--- src/core/gprs_pkg.sv ---
// Package: register map, field layout, reset values and carrier types of the role/status bank.
package gprs_pkg;

  // Register indices; the APB byte address is four times the index.
  localparam logic [5:0] NP_RX_IDX      = 6'h08;
  localparam logic [5:0] ROLE_CTRL_IDX  = 6'h09;
  localparam logic [5:0] ROLE_STAT_IDX  = 6'h0a;
  localparam logic [5:0] EXT_STAT_IDX   = 6'h0f;

  // Control register field positions.
  localparam int CTRL_TEST_LSB   = 13;
  localparam int CTRL_MAN_EN     = 12;
  localparam int CTRL_MAN_ROLE   = 11;
  localparam int CTRL_PORT_TYPE  = 10;
  localparam int CTRL_ADV_FULL   = 9;
  localparam int CTRL_ADV_HALF   = 8;

  // Status register field positions.
  localparam int STAT_FAULT      = 15;
  localparam int STAT_MASTER     = 14;
  localparam int STAT_LOCAL_OK   = 13;
  localparam int STAT_REMOTE_OK  = 12;
  localparam int STAT_LP_FULL    = 11;
  localparam int STAT_LP_HALF    = 10;

  // Reset and fixed values.
  localparam logic [15:0] NP_RX_RST    = 16'h2000;
  localparam logic [2:0]  TEST_RST     = 3'h0;
  localparam logic [15:0] EXT_STAT_VAL = 16'h3000;
  localparam logic [7:0]  IDLE_CNT_RST = 8'h00;
  localparam logic [7:0]  IDLE_CNT_MAX = 8'hff;

  // Cycles to wait after reset release before the strap levels are trusted.
  localparam logic [1:0]  STRAP_WAIT   = 2'h3;

  typedef enum logic [2:0] {
    GPRS_TM_NORMAL,
    GPRS_TM_WAVEFORM,
    GPRS_TM_JITTER_MASTER,
    GPRS_TM_JITTER_SLAVE,
    GPRS_TM_DISTORTION
  } gprs_test_t;

  // Role control fields as seen by the link logic.
  typedef struct packed {
    gprs_test_t test_mode;
    logic       manual_en;
    logic       manual_role;
    logic       multiport;
    logic       adv_full;
    logic       adv_half;
  } gprs_ctrl_t;

  // Status levels and events from the link logic, same clock.
  typedef struct packed {
    logic ms_fault;
    logic resolved_master;
    logic local_rx_ok;
    logic remote_rx_ok;
    logic partner_gig_full_duplex;
    logic partner_gig_half_duplex;
    logic idle_error;
  } gprs_link_t;

  // Byte address of a register index.
  function automatic logic [7:0] reg_addr(input logic [5:0] idx);
    reg_addr = {idx, 2'b00};
  endfunction

endpackage

--- src/core/gprs_regs.sv ---
// Gigabit role control and status register bank behind an APB slave.
//
// Register access over APB was chosen for this implementation.
`timescale 1ns/1ps
`default_nettype none

module gprs_regs
(
  // Clock and reset
  input  wire logic                 mclk_i,
  input  wire logic                 arst_n_i,
  // APB slave
  input  wire logic                 psel_i,
  input  wire logic                 penable_i,
  input  wire logic                 pwrite_i,
  input  wire logic [7:0]           paddr_i,
  input  wire logic [31:0]          pwdata_i,
  output logic [31:0]               prdata_o,
  output logic                      pready_o,
  output logic                      pslverr_o,
  // Mode straps from pins
  input  wire logic [1:0]           mode_strap_i,
  // Link and auto-negotiation logic
  input  wire logic                 np_rx_valid_i,
  input  wire logic [15:0]          np_rx_word_i,
  input  wire gprs_pkg::gprs_link_t link_i,
  input  wire logic                 soft_reset_i,
  input  wire logic                 logic_reset_i,
  // Role configuration and idle error saturation flag towards the link logic
  output gprs_pkg::gprs_ctrl_t      ctrl_o,
  output logic                      idle_err_sat_o
);
  import gprs_pkg::*;

  // True when the bus address selects the given register slot. The low two
  // address bits must be zero: a misaligned access selects nothing and is
  // answered with an error rather than aliasing onto a neighbour.
  function automatic logic reg_hit(input logic [7:0] addr, input logic [5:0] idx);
    reg_hit = (addr[1:0] == 2'b00) & (addr == reg_addr(idx));
  endfunction

  // Map the stored test code onto the modes the transmitter knows. Reserved
  // codes fall back to normal operation, so a stray write cannot start an
  // undefined test pattern on the line.
  function automatic gprs_test_t test_decode(input logic [2:0] code);
    case (code)
      3'h0:    test_decode = GPRS_TM_NORMAL;
      3'h1:    test_decode = GPRS_TM_WAVEFORM;
      3'h2:    test_decode = GPRS_TM_JITTER_MASTER;
      3'h3:    test_decode = GPRS_TM_JITTER_SLAVE;
      3'h4:    test_decode = GPRS_TM_DISTORTION;
      default: test_decode = GPRS_TM_NORMAL;
    endcase
  endfunction

  // Add one error to a count, holding at all ones instead of wrapping.
  function automatic logic [7:0] sat_inc(input logic [7:0] cnt);
    if (cnt == IDLE_CNT_MAX)
      sat_inc = cnt;
    else
      sat_inc = 8'(cnt + 8'h01);
  endfunction

  typedef enum logic {
    GPRS_ST_STRAP,
    GPRS_ST_RUN
  } gprs_state_t;

  gprs_state_t state;
  gprs_state_t next_state;
  logic [1:0]  strap_cnt;
  logic [1:0]  next_strap_cnt;
  logic [1:0]  strap_s1;
  logic [1:0]  strap_s2;
  logic [1:0]  strap_s3;
  logic [15:0] np_rx;
  logic [2:0]  test_mode;
  logic [4:0]  role_cfg;
  logic        ms_fault_lh;
  logic [7:0]  idle_cnt;
  logic [31:0] rdata;

  // Bus phase decode.
  wire logic        setup     = psel_i & ~penable_i;
  wire logic        access    = psel_i & penable_i;
  wire logic        rd_setup  = setup & ~pwrite_i;

  // Register select.
  wire logic        hit_np    = reg_hit(paddr_i, NP_RX_IDX);
  wire logic        hit_ctrl  = reg_hit(paddr_i, ROLE_CTRL_IDX);
  wire logic        hit_stat  = reg_hit(paddr_i, ROLE_STAT_IDX);
  wire logic        hit_ext   = reg_hit(paddr_i, EXT_STAT_IDX);
  wire logic        hit_any   = hit_np | hit_ctrl | hit_stat | hit_ext;
  wire logic        ctrl_wr   = access & pwrite_i & hit_ctrl;
  // Read side effects act when read data is captured in the setup cycle,
  // so the returned value and the clear always refer to the same count.
  wire logic        stat_rd   = setup & ~pwrite_i & hit_stat;
  wire logic        strap_ok  = (strap_s2 == strap_s3);
  wire logic        strap_ld  = (state == GPRS_ST_STRAP) & (strap_cnt == STRAP_WAIT) & strap_ok;

  // Strap mapping: straps choose the advertised gigabit duplex modes,
  // manual role configuration starts disabled.
  wire logic [4:0]  strap_cfg = {1'b0, 1'b0, 1'b0, strap_s3[1], strap_s3[0]};

  // Control register image. The low byte has no storage behind it: host
  // writes there are dropped and reads return zero.
  wire logic [7:0]  ctrl_rsvd = 8'h00;
  wire logic [15:0] ctrl_word = {test_mode, role_cfg, ctrl_rsvd};

  // Status register fields. Role, receiver and partner ability bits are
  // shown live; only the fault bit is latched, so a short fault pulse is
  // not lost between two host polls.
  wire logic        st_fault     = ms_fault_lh;
  wire logic        st_master    = link_i.resolved_master;
  wire logic        st_local_ok  = link_i.local_rx_ok;
  wire logic        st_remote_ok = link_i.remote_rx_ok;
  // The partner ability bits mean something only once a page was received;
  // this bank holds no page-received flag for the host to check first.
  wire logic        st_peer_full = link_i.partner_gig_full_duplex;
  wire logic        st_peer_half = link_i.partner_gig_half_duplex;
  wire logic [1:0]  st_reserved  = 2'b00;
  wire logic [7:0]  st_idle_cnt  = idle_cnt;

  // Status register image.
  wire logic [15:0] stat_word    = {st_fault, st_master, st_local_ok, st_remote_ok,
                                    st_peer_full, st_peer_half, st_reserved, st_idle_cnt};

  // Partner next page fields. Toggle and acknowledge-2 are kept exactly as
  // the partner sent them; the link logic owns their meaning.
  wire logic        np_next_pg   = np_rx[15];
  wire logic        np_ack       = np_rx[14];
  wire logic        np_msg_pg    = np_rx[13];
  wire logic        np_ack2      = np_rx[12];
  wire logic        np_toggle    = np_rx[11];
  wire logic [10:0] np_code      = np_rx[10:0];
  wire logic [15:0] np_word      = {np_next_pg, np_ack, np_msg_pg, np_ack2, np_toggle, np_code};

  // Read multiplexer; unmapped addresses read zero.
  wire logic [15:0] rd_word = hit_np   ? np_word :
                              hit_ctrl ? ctrl_word :
                              hit_stat ? stat_word :
                              hit_ext  ? EXT_STAT_VAL :
                              16'h0000;

  // Next fault latch: an event in the read cycle survives the clear, so a
  // fault that arrives while the host is reading is reported on the next
  // read instead of being lost.
  wire logic        fault_set  = link_i.ms_fault;
  wire logic        fault_hold = ms_fault_lh & ~stat_rd;
  wire logic        next_fault = fault_set | fault_hold;

  // Next idle counter: clear, then count, then saturate. Clearing first
  // means an error in the clearing cycle is counted, not lost.
  wire logic        clr_by_rd  = stat_rd;
  wire logic        clr_by_rst = soft_reset_i | logic_reset_i;
  wire logic        cnt_clr    = clr_by_rd | clr_by_rst;
  wire logic [7:0]  cnt_base   = cnt_clr ? IDLE_CNT_RST : idle_cnt;
  wire logic [7:0]  next_cnt   = link_i.idle_error ? sat_inc(cnt_base) :
                                 cnt_base;

  // Test mode decode; reserved codes run as normal operation.
  wire gprs_test_t  test_sel   = test_decode(test_mode);

  // Strap synchroniser. The pins are asynchronous to the clock, so the first
  // stage may go metastable; only the second stage reads it. A level counts
  // once the second and third stage agree, which also filters a pin that is
  // still bouncing when reset is released.
  always_ff @(posedge mclk_i or negedge arst_n_i)
  begin
    if (!arst_n_i)
      strap_s1 <= 2'b00;
    else
      strap_s1 <= mode_strap_i;
  end

  always_ff @(posedge mclk_i or negedge arst_n_i)
  begin
    if (!arst_n_i)
      strap_s2 <= 2'b00;
    else
      strap_s2 <= strap_s1;
  end

  always_ff @(posedge mclk_i or negedge arst_n_i)
  begin
    if (!arst_n_i)
      strap_s3 <= 2'b00;
    else
      strap_s3 <= strap_s2;
  end

  // Strap wait sequencer: count edges after release, then load once. If the
  // straps never settle the load never happens and the role bits stay clear unless a host writes them.
  always_comb
  begin
    next_state     = state;
    next_strap_cnt = strap_cnt;
    case (state)
      GPRS_ST_STRAP:
      begin
        if (strap_cnt != STRAP_WAIT)
          next_strap_cnt = 2'(strap_cnt + 2'b01);
        if (strap_ld)
          next_state = GPRS_ST_RUN;
      end
      GPRS_ST_RUN:
        next_state = GPRS_ST_RUN;
      default:
        next_state = GPRS_ST_STRAP;
    endcase
  end

  // After release, wait for the synchroniser to fill before loading straps.
  always_ff @(posedge mclk_i or negedge arst_n_i)
  begin
    if (!arst_n_i)
    begin
      state     <= GPRS_ST_STRAP;
      strap_cnt <= 2'b00;
    end
    else
    begin
      state     <= next_state;
      strap_cnt <= next_strap_cnt;
    end
  end

  // Next control values. A strap load in the same cycle as a host write wins
  // for the role bits and drops the write entirely, so the register never
  // holds a mix of strap and host values; hosts wait for the load to finish.
  wire logic        ctrl_take      = ctrl_wr & ~strap_ld;
  wire logic [2:0]  next_test_mode = ctrl_take ? pwdata_i[CTRL_TEST_LSB +: 3] :
                                     test_mode;
  wire logic [4:0]  next_role_cfg  = strap_ld  ? strap_cfg :
                                     ctrl_take ? pwdata_i[CTRL_ADV_HALF +: 5] :
                                     role_cfg;

  // Test mode field. Reserved codes are stored and read back as written.
  always_ff @(posedge mclk_i or negedge arst_n_i)
  begin
    if (!arst_n_i)
      test_mode <= TEST_RST;
    else
      test_mode <= next_test_mode;
  end

  // Role configuration bits 12 to 8. They clear on reset and take the strap
  // levels once the synchroniser has settled.
  always_ff @(posedge mclk_i or negedge arst_n_i)
  begin
    if (!arst_n_i)
      role_cfg <= 5'h00;
    else
      role_cfg <= next_role_cfg;
  end

  // Partner next page capture. The word is taken whole on the strobe, so
  // the host never sees a page with fields from two different pages.
  // Until the first page arrives it reads the reset pattern.
  always_ff @(posedge mclk_i or negedge arst_n_i)
  begin
    if (!arst_n_i)
      np_rx <= NP_RX_RST;
    else if (np_rx_valid_i)
      np_rx <= np_rx_word_i;
  end

  // Latched configuration fault.
  always_ff @(posedge mclk_i or negedge arst_n_i)
  begin
    if (!arst_n_i)
      ms_fault_lh <= 1'b0;
    else
      ms_fault_lh <= next_fault;
  end

  // Idle error counter. Hardware reset clears it here; the soft and logic
  // resets clear it through the next-value path so that they stay synchronous.
  always_ff @(posedge mclk_i or negedge arst_n_i)
  begin
    if (!arst_n_i)
      idle_cnt <= IDLE_CNT_RST;
    else
      idle_cnt <= next_cnt;
  end

  // Read data is captured in the setup cycle and held through the access.
  // Capturing early lets the slave answer with no wait state, and it means
  // the word returned is the one that the clear-on-read side effect saw.
  // The upper half of the bus word is always zero.
  wire logic [31:0] next_rdata = {16'h0000, rd_word};

  always_ff @(posedge mclk_i or negedge arst_n_i)
  begin
    if (!arst_n_i)
      rdata <= 32'h0000_0000;
    else if (rd_setup)
      rdata <= next_rdata;
  end

  // Control register fields.
  wire logic        cf_man_en    = role_cfg[CTRL_MAN_EN - CTRL_ADV_HALF];
  wire logic        cf_man_role  = role_cfg[CTRL_MAN_ROLE - CTRL_ADV_HALF];
  wire logic        cf_multiport = role_cfg[CTRL_PORT_TYPE - CTRL_ADV_HALF];
  wire logic        cf_adv_full  = role_cfg[CTRL_ADV_FULL - CTRL_ADV_HALF];
  wire logic        cf_adv_half  = role_cfg[0];

  // Manual role and port type pass on only while manual enable reads 0;
  // the stored bits still read back unchanged.
  assign ctrl_o.test_mode   = test_sel;
  assign ctrl_o.manual_en   = cf_man_en;
  assign ctrl_o.manual_role = cf_man_role & ~cf_man_en;
  assign ctrl_o.multiport   = cf_multiport & ~cf_man_en;
  assign ctrl_o.adv_full    = cf_adv_full;
  assign ctrl_o.adv_half    = cf_adv_half;
  assign idle_err_sat_o     = (idle_cnt == IDLE_CNT_MAX);

  // Zero-wait slave; unmapped or misaligned addresses answer with an error.
  // Keeping ready high costs nothing here, because every register is read
  // from flip-flops captured one cycle early, in the setup phase.
  wire logic        resp_err = access & ~hit_any;

  assign prdata_o  = rdata;
  assign pready_o  = 1'b1;
  assign pslverr_o = resp_err;

endmodule

`default_nettype wire

--- config.mk ---
export PLATFORM = sky130hd
export DESIGN_NAME = gprs_regs
export DESIGN_NICKNAME = d
export VERILOG_FILES = /design/src/core/gprs_pkg.sv /design/src/core/gprs_regs.sv
export SDC_FILE = /design/constraint.sdc
export NUM_CORES = 1
export LEC_CHECK = 0
export BUFFER_PORTS_ARGS = -buffer_cell sky130_fd_sc_hd__buf_2
export CAP_MARGIN = 20
export CORE_MARGIN = 4
export CORE_UTILIZATION = 40
export DETAILED_ROUTE_END_ITERATION = 12
export HOLD_SLACK_MARGIN = 0.1
export MAX_ROUTING_LAYER = met4
export PLACE_DENSITY = 0.69
export SETUP_SLACK_MARGIN = 0.15
export SYNTH_ARGS = -nofsm -noshare
export SYNTH_HDL_FRONTEND = slang
export SYNTH_SLANG_ARGS = --single-unit
--- constraint.sdc ---
create_clock -name mclk_i -period 1.4 [get_ports mclk_i]
set_input_delay 0.14 -clock mclk_i [delete_from_list [all_inputs] [get_ports mclk_i]]
set_output_delay 0.14 -clock mclk_i [all_outputs]
set_load 0.02 [all_outputs]
; After elaboration in Yosys (flattened, before gate mapping)
; Index checks and enable logic that the tools add are counted.
[totals]
register_bits = 58
input_bits = 73
out_inout_bits = 43
[classes]
n_addsub = 2
n_eq_ne = 13
mux = 12
bitwise = 30
n_reduce_logical = 3
[ops]
columns = operator, count
row1 = $mux W16, 3
row2 = $eq A8 B6 Y1 const B, 4
row3 = $mux W8, 3
row4 = $and A1 B1 Y1, 17
row5 = $eq A8 B8 Y1 const B, 2
row6 = $mux W14, 1
row7 = $pmux W3 S4, 1
row8 = $mux W5, 2
row9 = $add A8 B1 Y8 const B, 1
row10 = $not A1 Y1, 7
row11 = $eq A3 B2 Y1 const B, 2
row12 = $or A1 B1 Y1, 6
row13 = $eq A3 B1 Y1 const B, 1
row14 = $eq A3 B3 Y1 const B, 1
row15 = $add A2 B1 Y2 const B, 1
row16 = $eq A2 B2 Y1, 1
row17 = $eq A2 B2 Y1 const B, 1
row18 = $logic_not A2 Y1, 1
row19 = $ne A2 B2 Y1 const B, 1
row20 = $pmux W1 S2, 1
row21 = $reduce_and A2 Y1, 1
row22 = $reduce_bool A2 Y1, 1
row23 = $mux W1, 1

; Logic depth before layout (Yosys ltp)
; Gate-level depths: netlist (run 1).
[depth]
word_depth = 9
mapped_depth = 5
depth_no_buf = 4

; Worst setup path after synthesis (run 1)
; Ideal clock, no wire load.
[synth_path]
kind = reg2reg
startpoint = reg strap_s3[1]
endpoint = reg test_mode[0]
setup_time_ns = 0.125
arrival_ns = 1.333
required_time_ns = 1.275
path_slack_ns = -0.058
path_stages_with_launch = 5
synth_period_minus_slack_ns = 1.458
path_cell_list = dfrtp_1 xor2_1 nor4b_4 nor2_1 mux2_2
[synth_between]
elab_chain_cells = 4
[synth_rtl]
columns = element, line
row1 = start: declaration, gprs_regs.sv:75  ; logic [1:0] strap_s3;
row2 = start signal: assignment, gprs_regs.sv:189  ; strap_s3 <= strap_s2;
row3 = $eq A2 B2 Y1, gprs_regs.sv:98  ; wire logic strap_ok = (strap_s2 == strap_s3);
row4 = $and A1 B1 Y1, gprs_regs.sv:99  ; wire logic strap_ld = (state == GPRS_ST_STRAP) & (strap_cnt == STRAP_WAIT) & strap_ok;
row5 = $not A1 Y1, gprs_regs.sv:231  ; wire logic ctrl_take = ctrl_wr & ~strap_ld;
row6 = $and A1 B1 Y1, gprs_regs.sv:231
row7 = end signal: assignment, gprs_regs.sv:244  ; test_mode <= next_test_mode;
row8 = end: declaration, gprs_regs.sv:77  ; logic [2:0] test_mode;
; Every way passes these cells.
; A chain may end at the register's enable or synchronous reset.

; Worst setup path after layout (run 1)
[layout_path]
startpoint = reg strap_s3[0]
endpoint = reg test_mode[2]
; Same word-level chain as after synthesis.

==> results_dict.tcl, run 1 <==
set metrics [dict create \
    ir_drop_mv 0.685 \
    finalMaxSlewViolations 0 \
    status "finished with violations" \
    stdcell_count 466 \
    rows 30 \
    final_common_cell "buf_2" \
    placed_cell_area_um2 3290 \
    ioPinCount 116 \
    cp-end-kind "register" \
    dpl.hpwl_um 4710 \
    fin_area_um2 4020 \
    vias 2286 \
    clock-root-buffer "clkbuf_8" \
    synth_top_area_share_pct 51.5 \
    nets 455 \
    die_y_um 91.2 \
    gp_congestion 0.832 \
    violations "negative setup slack" \
    die_area_um2 8320 \
    seqPwrFrac_pct 48.6 \
    synth_top_cell_by_area "dfrtp_1" \
    grt_max_degree 31 \
    leakage_nw 2.00 \
    start_util_pct 41.0 \
    async_flop_share_pct 100 \
    port-buffer-count 74 \
    clk_path_buf_depth 2 \
    skew_ns 0.00315 \
    vias_per_cell 4.91 \
    setup_viol 6 \
    r2r-start "strap_s3[0]$_DFF_PN0_" \
    powerDensity_nw_per_um2 953 \
    ys_ff_latch 58 \
    drt_iter0_markers 221 \
    grt_pass1_wl_um 11500 \
    path_class "reg -> reg" \
    clkTransAtPathRegs_ns 0.07 \
    finalHoldViolCount 0 \
    h-tree-depth 3 \
    cp.arrival_ns 1.69 \
    syn_to_final_growth_pct 45.1 \
    startpoint "strap_s3[0]$_DFF_PN0_" \
    dp_cells 404 \
    drt_pre_antenna_iters 4 \
    rsz0062_at_grt "yes" \
    syn_avg_cell_area_um2 11.4 \
    maxCapViolations 0 \
    core_area_um2 6760 \
    crit_fanout 5 \
    yosysSeqAreaShare_pct 52.5 \
    hold_path.class "in -> reg" \
    overflow 0 \
    cp.required_ns 1.62 \
    cts_sinks 58 \
    totalNegativeSetupSlack_ns -0.333 \
    fin_crit_sh_pct 105 \
    power.internal_mw 2.75 \
    n_fill_cell 544 \
    drt_wl_total_um 7020 \
    clk_latency_ns 0.33 \
    ant_nets 0 \
    synth_ff_type "dfrtp_1" \
    track_usage_pct 18.0 \
    synth_cell_types 41 \
    post-route-min-period_ns 1.47 \
    drc_errors 0 \
    fin_util_pct 59.5 \
    fin_ws_ns -0.0742 \
    startpoint_type "register" \
    first_global_vias 2337 \
    n_antenna_cell 0 \
    p_clk_share_pct 34.3 \
    worstHoldStart "link_i[0]" \
    synth_area_leaders "dfrtp_1 52%, mux2_2 9.4%, mux2i_1 6.9%, buf_4 5.4%, nor2_1 2.7%" \
    final_cell_mix "70 x buf_2, 56 x dfrtp_1, 37 x buf_4" \
    cts_tree "yes" \
    cts_made_buffers 9 \
    power_frac_comb_pct 17.1 \
    fp.dieW_um 91.2 \
    yosys_warnings 0 \
    p_switching_mw 1.08 \
    synth_cells 242 \
    synth_edf_count 0 \
    post_drt_wl_per_cell_um 15.1 \
    syn_area_um2 2770 \
    swShare_pct 28.2 \
    max_freq_mhz 678 \
    drive_above_1_share_pct 47.4 \
    grt_antenna_before_repair 0 \
]
-- power groups by stage --
stage | clock, mW | combinational [mW] | sequential [mW]
after floorplan | 0 | 0.399 | 1.87
after global placement | 0 | 0.539 | 1.89
after detailed placement | 0 | 0.547 | 1.89
after CTS | 1.35 | 0.616 | 1.86
after global routing | 1.43 | 0.712 | 1.88
final | 1.31 | 0.655 | 1.86
-- metal layers --
metal	vias to the layer above	track usage (%)	wire length, um
met5	-	-	0
met4	0	7.79	110
li1	1097	-	-
met2	73	27.5	3430
met1	1104	23.3	3090
met3	12	3.81	393
-- layout make-up --
type,instances,area (um^2),share of cell area (%)
flip-flops and latches,58,1450,36.2
multi-input cells,171,1310,32.5
repair buffers,140,985,24.5
clock buffers,9,124,3.08
well taps,80,100,2.49
clock inverters,7,46.3,1.15
inverters,1,3.75,0.0934
-- critical path, cell delays in order, from the launching register on --
cell and delay (ns):
dfrtp_1 0.41, xor2_2 0.20, nor4b_4 0.27, buf_6 0.16, nor2_4 0.05, mux2_2 0.27
-- final timing paths --
| kind | slack, ns | cells past startpoint | endpoint |
|---|---|---|---|
| worst max-delay path | -0.07 | 5 | test_mode[2]$_DFFE_PN0P_ |
| worst min-delay path | 0.14 | 2 | idle_cnt[0]$_DFF_PN0_ |
| worst max register to register | -0.07 | 5 | test_mode[2]$_DFFE_PN0P_ |
| worst min register to register | 0.35 | 0 | strap_s2[1]$_DFF_PN0_ |
| max in group asynchronous | 0.58 | 3 | role_cfg[4]$_DFFE_PN0P_ |
| min in group asynchronous | 0.27 | 2 | idle_cnt[2]$_DFF_PN0_ |
-- flip-flops by register name (all words and copies together), names as in the netlist --
signal / flops
idle_cnt: 8
strap_s3: 2
prdata_o: 16
ms_fault_lh: 1
strap_cnt: 2
strap_s1: 2
test_mode: 3
strap_s2: 2
role_cfg: 5
state: 1
np_rx: 16
-- stage by stage --
stage               power, mW  worst slack (ns)  hold WS, ns
finish                   3.83           -0.0742        0.135
global route             4.02            -0.121        0.127
CTS                      3.83           -0.0690        0.116
detailed placement       2.44            -0.186       0.0769
global placement         2.43            -0.165       0.0707
floorplan                2.26           -0.0520       -0.156
-- logic make-up after synthesis --
group | Yosys count | synth area share, %
fa+ha+maj | 1 | 0.452
xor+xnor | 4 | 1.27
buf+inv | 28 | 6.60
mux | 44 | 17.0
other cells | 2 | 0.271
compound gates | 37 | 8.04
simple gates | 68 | 13.9
flops | 58 | 52.5
-- Yosys cell counts (2+ instances only) --
library cell / n
xor2_1: 3
a211oi_1: 2
nor4b_4: 2
a21o_1: 2
mux2i_1: 19
and4_1: 2
a31oi_1: 2
o31ai_1: 4
buf_4: 20
o21ai_0: 14
nor3_1: 5
buf_1: 2
mux2_2: 23
dfrtp_1: 57
conb_1: 2
clkbuf_1: 3
a21oi_1: 9
nand3_1: 4
mux2_1: 2
nor2b_1: 5
nand2_1: 19
nor3b_1: 2
buf_2: 2
nor2_1: 20
-- timing repair --
item / in CTS / in global routing
hold buffers: 26 / 0
hold endpoints to repair: 80 / 0
resized for setup: 16 / 24
pin swaps: 5 / 9
setup buffers: 11 / 9
setup endpoints to repair: 14 / 21
Note: power is estimated with default switching activity, not from simulation.
==> inputs of run 2 (changes only) <==
- CORE_UTILIZATION: 40 -> 43
- PLACE_DENSITY: 0.69 -> 0.74
- SETUP_SLACK_MARGIN: 0.15 -> 0.05
==> results_dict.tcl, run 2 (synthesis gave the netlist of run 1 again) <==
set metrics [dict create \
    core_area_um2 6100 \
    drt_pre_antenna_iters 4 \
    clk_latency_ns 0.34 \
    crit_fanout 3 \
    overflow 0 \
    cp.required_ns 1.62 \
    die_area_um2 7790 \
    setup_viol 6 \
    h-tree-depth 3 \
    drt_iter0_markers 120 \
    rows 28 \
    n_antenna_cell 0 \
    cts_tree "yes" \
    die_y_um 88.2 \
    drt_wl_total_um 6790 \
    first_global_vias 2337 \
    ant_nets 0 \
    nets 441 \
    finalMaxSlewViolations 0 \
    grt_antenna_before_repair 0 \
    cp-end-kind "register" \
    fin_area_um2 3810 \
    fin_ws_ns -0.0892 \
    final_cell_mix "73 x buf_2, 57 x dfrtp_1, 26 x dlygate4sd3_1" \
    fin_crit_sh_pct 106 \
    max_freq_mhz 671 \
    startpoint "strap_s3[1]$_DFF_PN0_" \
    final_common_cell "buf_2" \
    ir_drop_mv 0.766 \
    crit_chain "xor2_1, nor4b_4, buf_4, nor2_4, mux2_4" \
    drive_above_1_share_pct 41.1 \
    clock-root-buffer "clkbuf_8" \
    critPathBufInv 1 \
    vias 2268 \
    placed_cell_area_um2 3270 \
    rsz0062_at_grt "yes" \
    track_usage_pct 19.4 \
    cp.arrival_ns 1.71 \
    status "finished with violations" \
    total_power_mw 3.94 \
    post-route-min-period_ns 1.49 \
    hold_path.class "in -> reg" \
    cts_sinks 58 \
    drc_errors 0 \
    ioPinCount 116 \
    skew_ns 0.00735 \
    powerDensity_nw_per_um2 1030 \
    vias_per_cell 5.07 \
    clkTransAtPathRegs_ns 0.07 \
    post_drt_wl_per_cell_um 15.2 \
    grt_pass1_wl_um 11100 \
    violations "negative setup slack" \
    cpMaxStageDelayCell "dfrtp_1" \
    start_util_pct 45.4 \
    clk_path_buf_depth 2 \
    syn_to_final_growth_pct 37.7 \
    cts_made_buffers 9 \
    port-buffer-count 74 \
    path_delay_family "flip-flops" \
    finalHoldViolCount 0 \
    dpl.hpwl_um 4670 \
    maxCapViolations 0 \
    worstHoldStart "link_i[0]" \
    gp_congestion 0.831 \
    path_class "reg -> reg" \
    r2r-start "strap_s3[1]$_DFF_PN0_" \
    grt_max_degree 59 \
    fp.dieW_um 88.2 \
    startpoint_type "register" \
    leakage_nw 1.92 \
    slowest_delay_ns 0.38 \
]
-- run 2: cell types whose count changed in the layout (fill, tap and decap cells not counted), sizes merged --
cell / change
clkbuf: +1
bufinv: +1
clkinvlp: -2
buf: -14
-- run 2: layer usage --
layer	global-route usage [%]	wire length, um	up-vias
li1	-	-	1071
met5	-	0	-
met4	8.79	178	0
met1	24.4	2990	1110
met2	29.4	3190	74
met3	5.31	423	13
-- run 2: what timing repair did --
| item | CTS | global route |
|---|---|---|
| setup buffers | 6 | 1 |
| setup endpoints to repair | 9 | 12 |
| hold endpoints to repair | 83 | 0 |
| gates cloned | 0 | 0 |
| hold buffers | 26 | 0 |
| gates resized for setup | 4 | 8 |
| pin swaps | 1 | 2 |
-- run 2: final timing paths --
check	to	slack (ns)	cells past startpoint
worst max-delay path	test_mode[1]$_DFFE_PN0P_	-0.09	5
worst min-delay path	idle_cnt[0]$_DFF_PN0_	0.15	2
worst max register to register	test_mode[1]$_DFFE_PN0P_	-0.09	5
worst min register to register	strap_s2[1]$_DFF_PN0_	0.35	0
max in group asynchronous	np_rx[13]$_DFFE_PN1P_	0.76	3
min in group asynchronous	strap_s1[0]$_DFF_PN0_	0.33	3
-- run 2: cell type report --
class                   count  area [um^2]
clock inverters             6         57.6
flip-flops and latches     58         1450
repair buffers            126          848
clock buffers              10          128
multi-input cells         171         1230
well taps                  75         93.8
inverters                   1         3.75
fillers                   535         2280
-- run 2: report_power, final --
part | switching, mW | total (mW) | leakage, nW | internal, mW
combinational | 0.304 | 0.609 | 1.09 | 0.305
clock | 0.663 | 1.47 | 0.0958 | 0.808
sequential | 0.0801 | 1.86 | 0.732 | 1.78
-- run 2: through the flow --
| step | setup WS [ns] | hold WS [ns] | TNS [ns] | utilization, % | std cells |
|---|---|---|---|---|---|
| 2_1_floorplan | -0.0520 | -0.156 | -0.222 | - | 257 |
| 3_3_place_gp | -0.157 | 0.164 | -1.52 | 53.6 | 398 |
| 3_5_place_dp | -0.193 | 0.168 | -1.91 | 53.6 | 398 |
| 4_1_cts | -0.0875 | 0.117 | -0.377 | 61.9 | 446 |
| 5_1_grt | -0.179 | 0.145 | -0.840 | 62.5 | 447 |
| 6_report | -0.0892 | 0.149 | -0.356 | 62.5 | 447 |
==> inputs of run 3 (changes only) <==
- CORE_UTILIZATION: 43 -> 45
- CTS_BUF_LIST: unset -> sky130_fd_sc_hd__clkbuf_4
- PLACE_DENSITY: 0.74 -> 0.77
==> results_dict.tcl, run 3 (synthesis gave the netlist of run 1 again) <==
set metrics [dict create \
    rr_endpoint "role_cfg[1]$_DFFE_PN0P_" \
    gp_congestion 0.791 \
    finalHoldViolCount 0 \
    crit_cells 4 \
    ff2ff_setup_slack_ns -0.13 \
    core_area_um2 5960 \
    holdPathStages 4 \
    slowest_delay_ns 0.42 \
    startpoint_type "register" \
    overflow 0 \
    grt_max_degree 39 \
    finalMaxSlewViolations 0 \
    die_area_um2 7470 \
    ioPinCount 116 \
    multiInputGateArea_um2 1240 \
    power_frac_comb_pct 16.9 \
    drive_above_1_share_pct 41.4 \
    whs_endpoint "prdata_o[12]$_DFFE_PN0P_" \
    clock-root-buffer "clkbuf_4" \
    hold_ws_ns 0.139 \
    nets 451 \
    r2r-start "strap_s2[1]$_DFF_PN0_" \
    powerDensity_nw_per_um2 983 \
    cp.required_ns 1.68 \
    die_y_um 86.4 \
    n_antenna_cell 0 \
    violations "negative setup slack" \
    totalNegativeSetupSlack_ns -0.799 \
    clk_path_buf_depth 2 \
    worstHoldStart "paddr_i[6]" \
    p_clk_share_pct 34.4 \
    ant_nets 0 \
    status "finished with violations" \
    cts_sinks 58 \
    swShare_pct 26.0 \
    final_common_cell "buf_2" \
    crit_fanout 3 \
    clk_latency_ns 0.39 \
    power.internal_mw 2.82 \
    first_global_vias 2325 \
    setup_viol 11 \
    drt_iter0_markers 81 \
    max_freq_mhz 652 \
    cpMaxStageDelayCell "dfrtp_1" \
    skew_ns 0.0147 \
    seqPwrFrac_pct 48.6 \
    grt_pass1_wl_um 10900 \
    path_delay_family "flip-flops" \
    clkTransAtPathRegs_ns 0.10 \
    dpl.hpwl_um 4660 \
    port-buffer-count 74 \
    post-route-min-period_ns 1.53 \
    track_usage_pct 19.5 \
    total_power_mw 3.81 \
    cp.arrival_ns 1.81 \
    vias 2276 \
    grt_antenna_before_repair 0 \
    rsz0062_at_grt "yes" \
    drc_errors 0 \
    fp.dieW_um 86.4 \
    post_drt_wl_per_cell_um 14.7 \
    path_class "reg -> reg" \
    vias_per_cell 4.98 \
    cp-end-kind "register" \
    n_fill_cell 460 \
    ir_drop_mv 0.698 \
    crit_chain "xor2_2, nor4b_4, buf_4, mux2_4" \
    start_util_pct 46.5 \
    final_cell_mix "72 x buf_2, 54 x dfrtp_1, 31 x dlygate4sd3_1" \
    syn_to_final_growth_pct 40.0 \
    cts_tree "yes" \
    maxCapViolations 0 \
    dp_cells 400 \
    p_switching_mw 0.993 \
    fin_ws_ns -0.134 \
    critPathBufInv 1 \
    cts_made_buffers 9 \
    leakage_nw 1.94 \
    stdcell_count 457 \
    hold_path.class "in -> reg" \
    regArea_um2 1460 \
    h-tree-depth 3 \
    drt_pre_antenna_iters 4 \
    rows 28 \
    drt_wl_total_um 6710 \
    reg2regPathDepth 4 \
    fin_crit_sh_pct 110 \
]
## run 3: worst register-to-register path, delay by kind of cell (launching register included)
family,cells,cell delay [ns]
flops,1,0.42
simple gates,1,0.34
mux,1,0.29
xor+xnor,1,0.20
buf+inv,1,0.18
## run 3: routing by layer
metal	GRT usage [%]	up-vias	wire length, um
met5	-	-	0
met4	8.92	0	195
met3	3.04	18	416
met2	31.6	83	3290
met1	24.1	1080	2800
li1	-	1095	-
## run 3: final cells by class
class	count	share of cell area, %
Clock buffer	9	1.74
Clock inverter	7	2.16
Inverter	1	0.0968
Multi-Input combinational cell	171	32.0
Sequential cell	58	37.6
Tap cell	75	2.42
Timing Repair Buffer	136	24.0
## run 3: what timing repair did
action                     in CTS  in global routing
hold buffers                   31                  0
resized for setup               7                 12
setup endpoints to repair      10                 16
pin swaps                       3                  1
gates cloned                    0                  0
buffers inserted                6                  4
hold endpoints to repair       89                  0
## run 3: metrics by stage
step           setup slack [ns]  area (um^2)  utilization, %
2_1_floorplan           -0.0520         2830               -
3_3_place_gp             -0.159         3270            54.9
3_5_place_dp             -0.202         3270            54.9
4_1_cts                  -0.129         3810            63.9
5_1_grt                  -0.186         3880            65.1
6_report                 -0.134         3880            65.1
## run 3: worst max path at each step
stage | startpoint | end | slack, ns
2_1_floorplan | strap_s3[1]$_DFF_PN0_ | role_cfg[0]$_DFFE_PN0P_ | -0.05
3_3_place_gp | paddr_i[1] | role_cfg[0]$_DFFE_PN0P_ | -0.16
3_5_place_dp | paddr_i[1] | role_cfg[0]$_DFFE_PN0P_ | -0.20
4_1_cts | strap_s2[1]$_DFF_PN0_ | role_cfg[1]$_DFFE_PN0P_ | -0.13
5_1_grt | idle_cnt[7]$_DFF_PN0_ | idle_err_sat_o | -0.19
6_report | strap_s2[1]$_DFF_PN0_ | role_cfg[1]$_DFFE_PN0P_ | -0.13
## run 3: power by group through the flow
stage          combinational (mW)  clock, mW  sequential [mW]
4_1_cts                     0.641       1.35             1.85
5_1_grt                     0.705       1.41             1.87
6_report                    0.646       1.31             1.85
3_3_place_gp                0.528          0             1.88
3_5_place_dp                0.541          0             1.89
2_1_floorplan               0.397          0             1.87
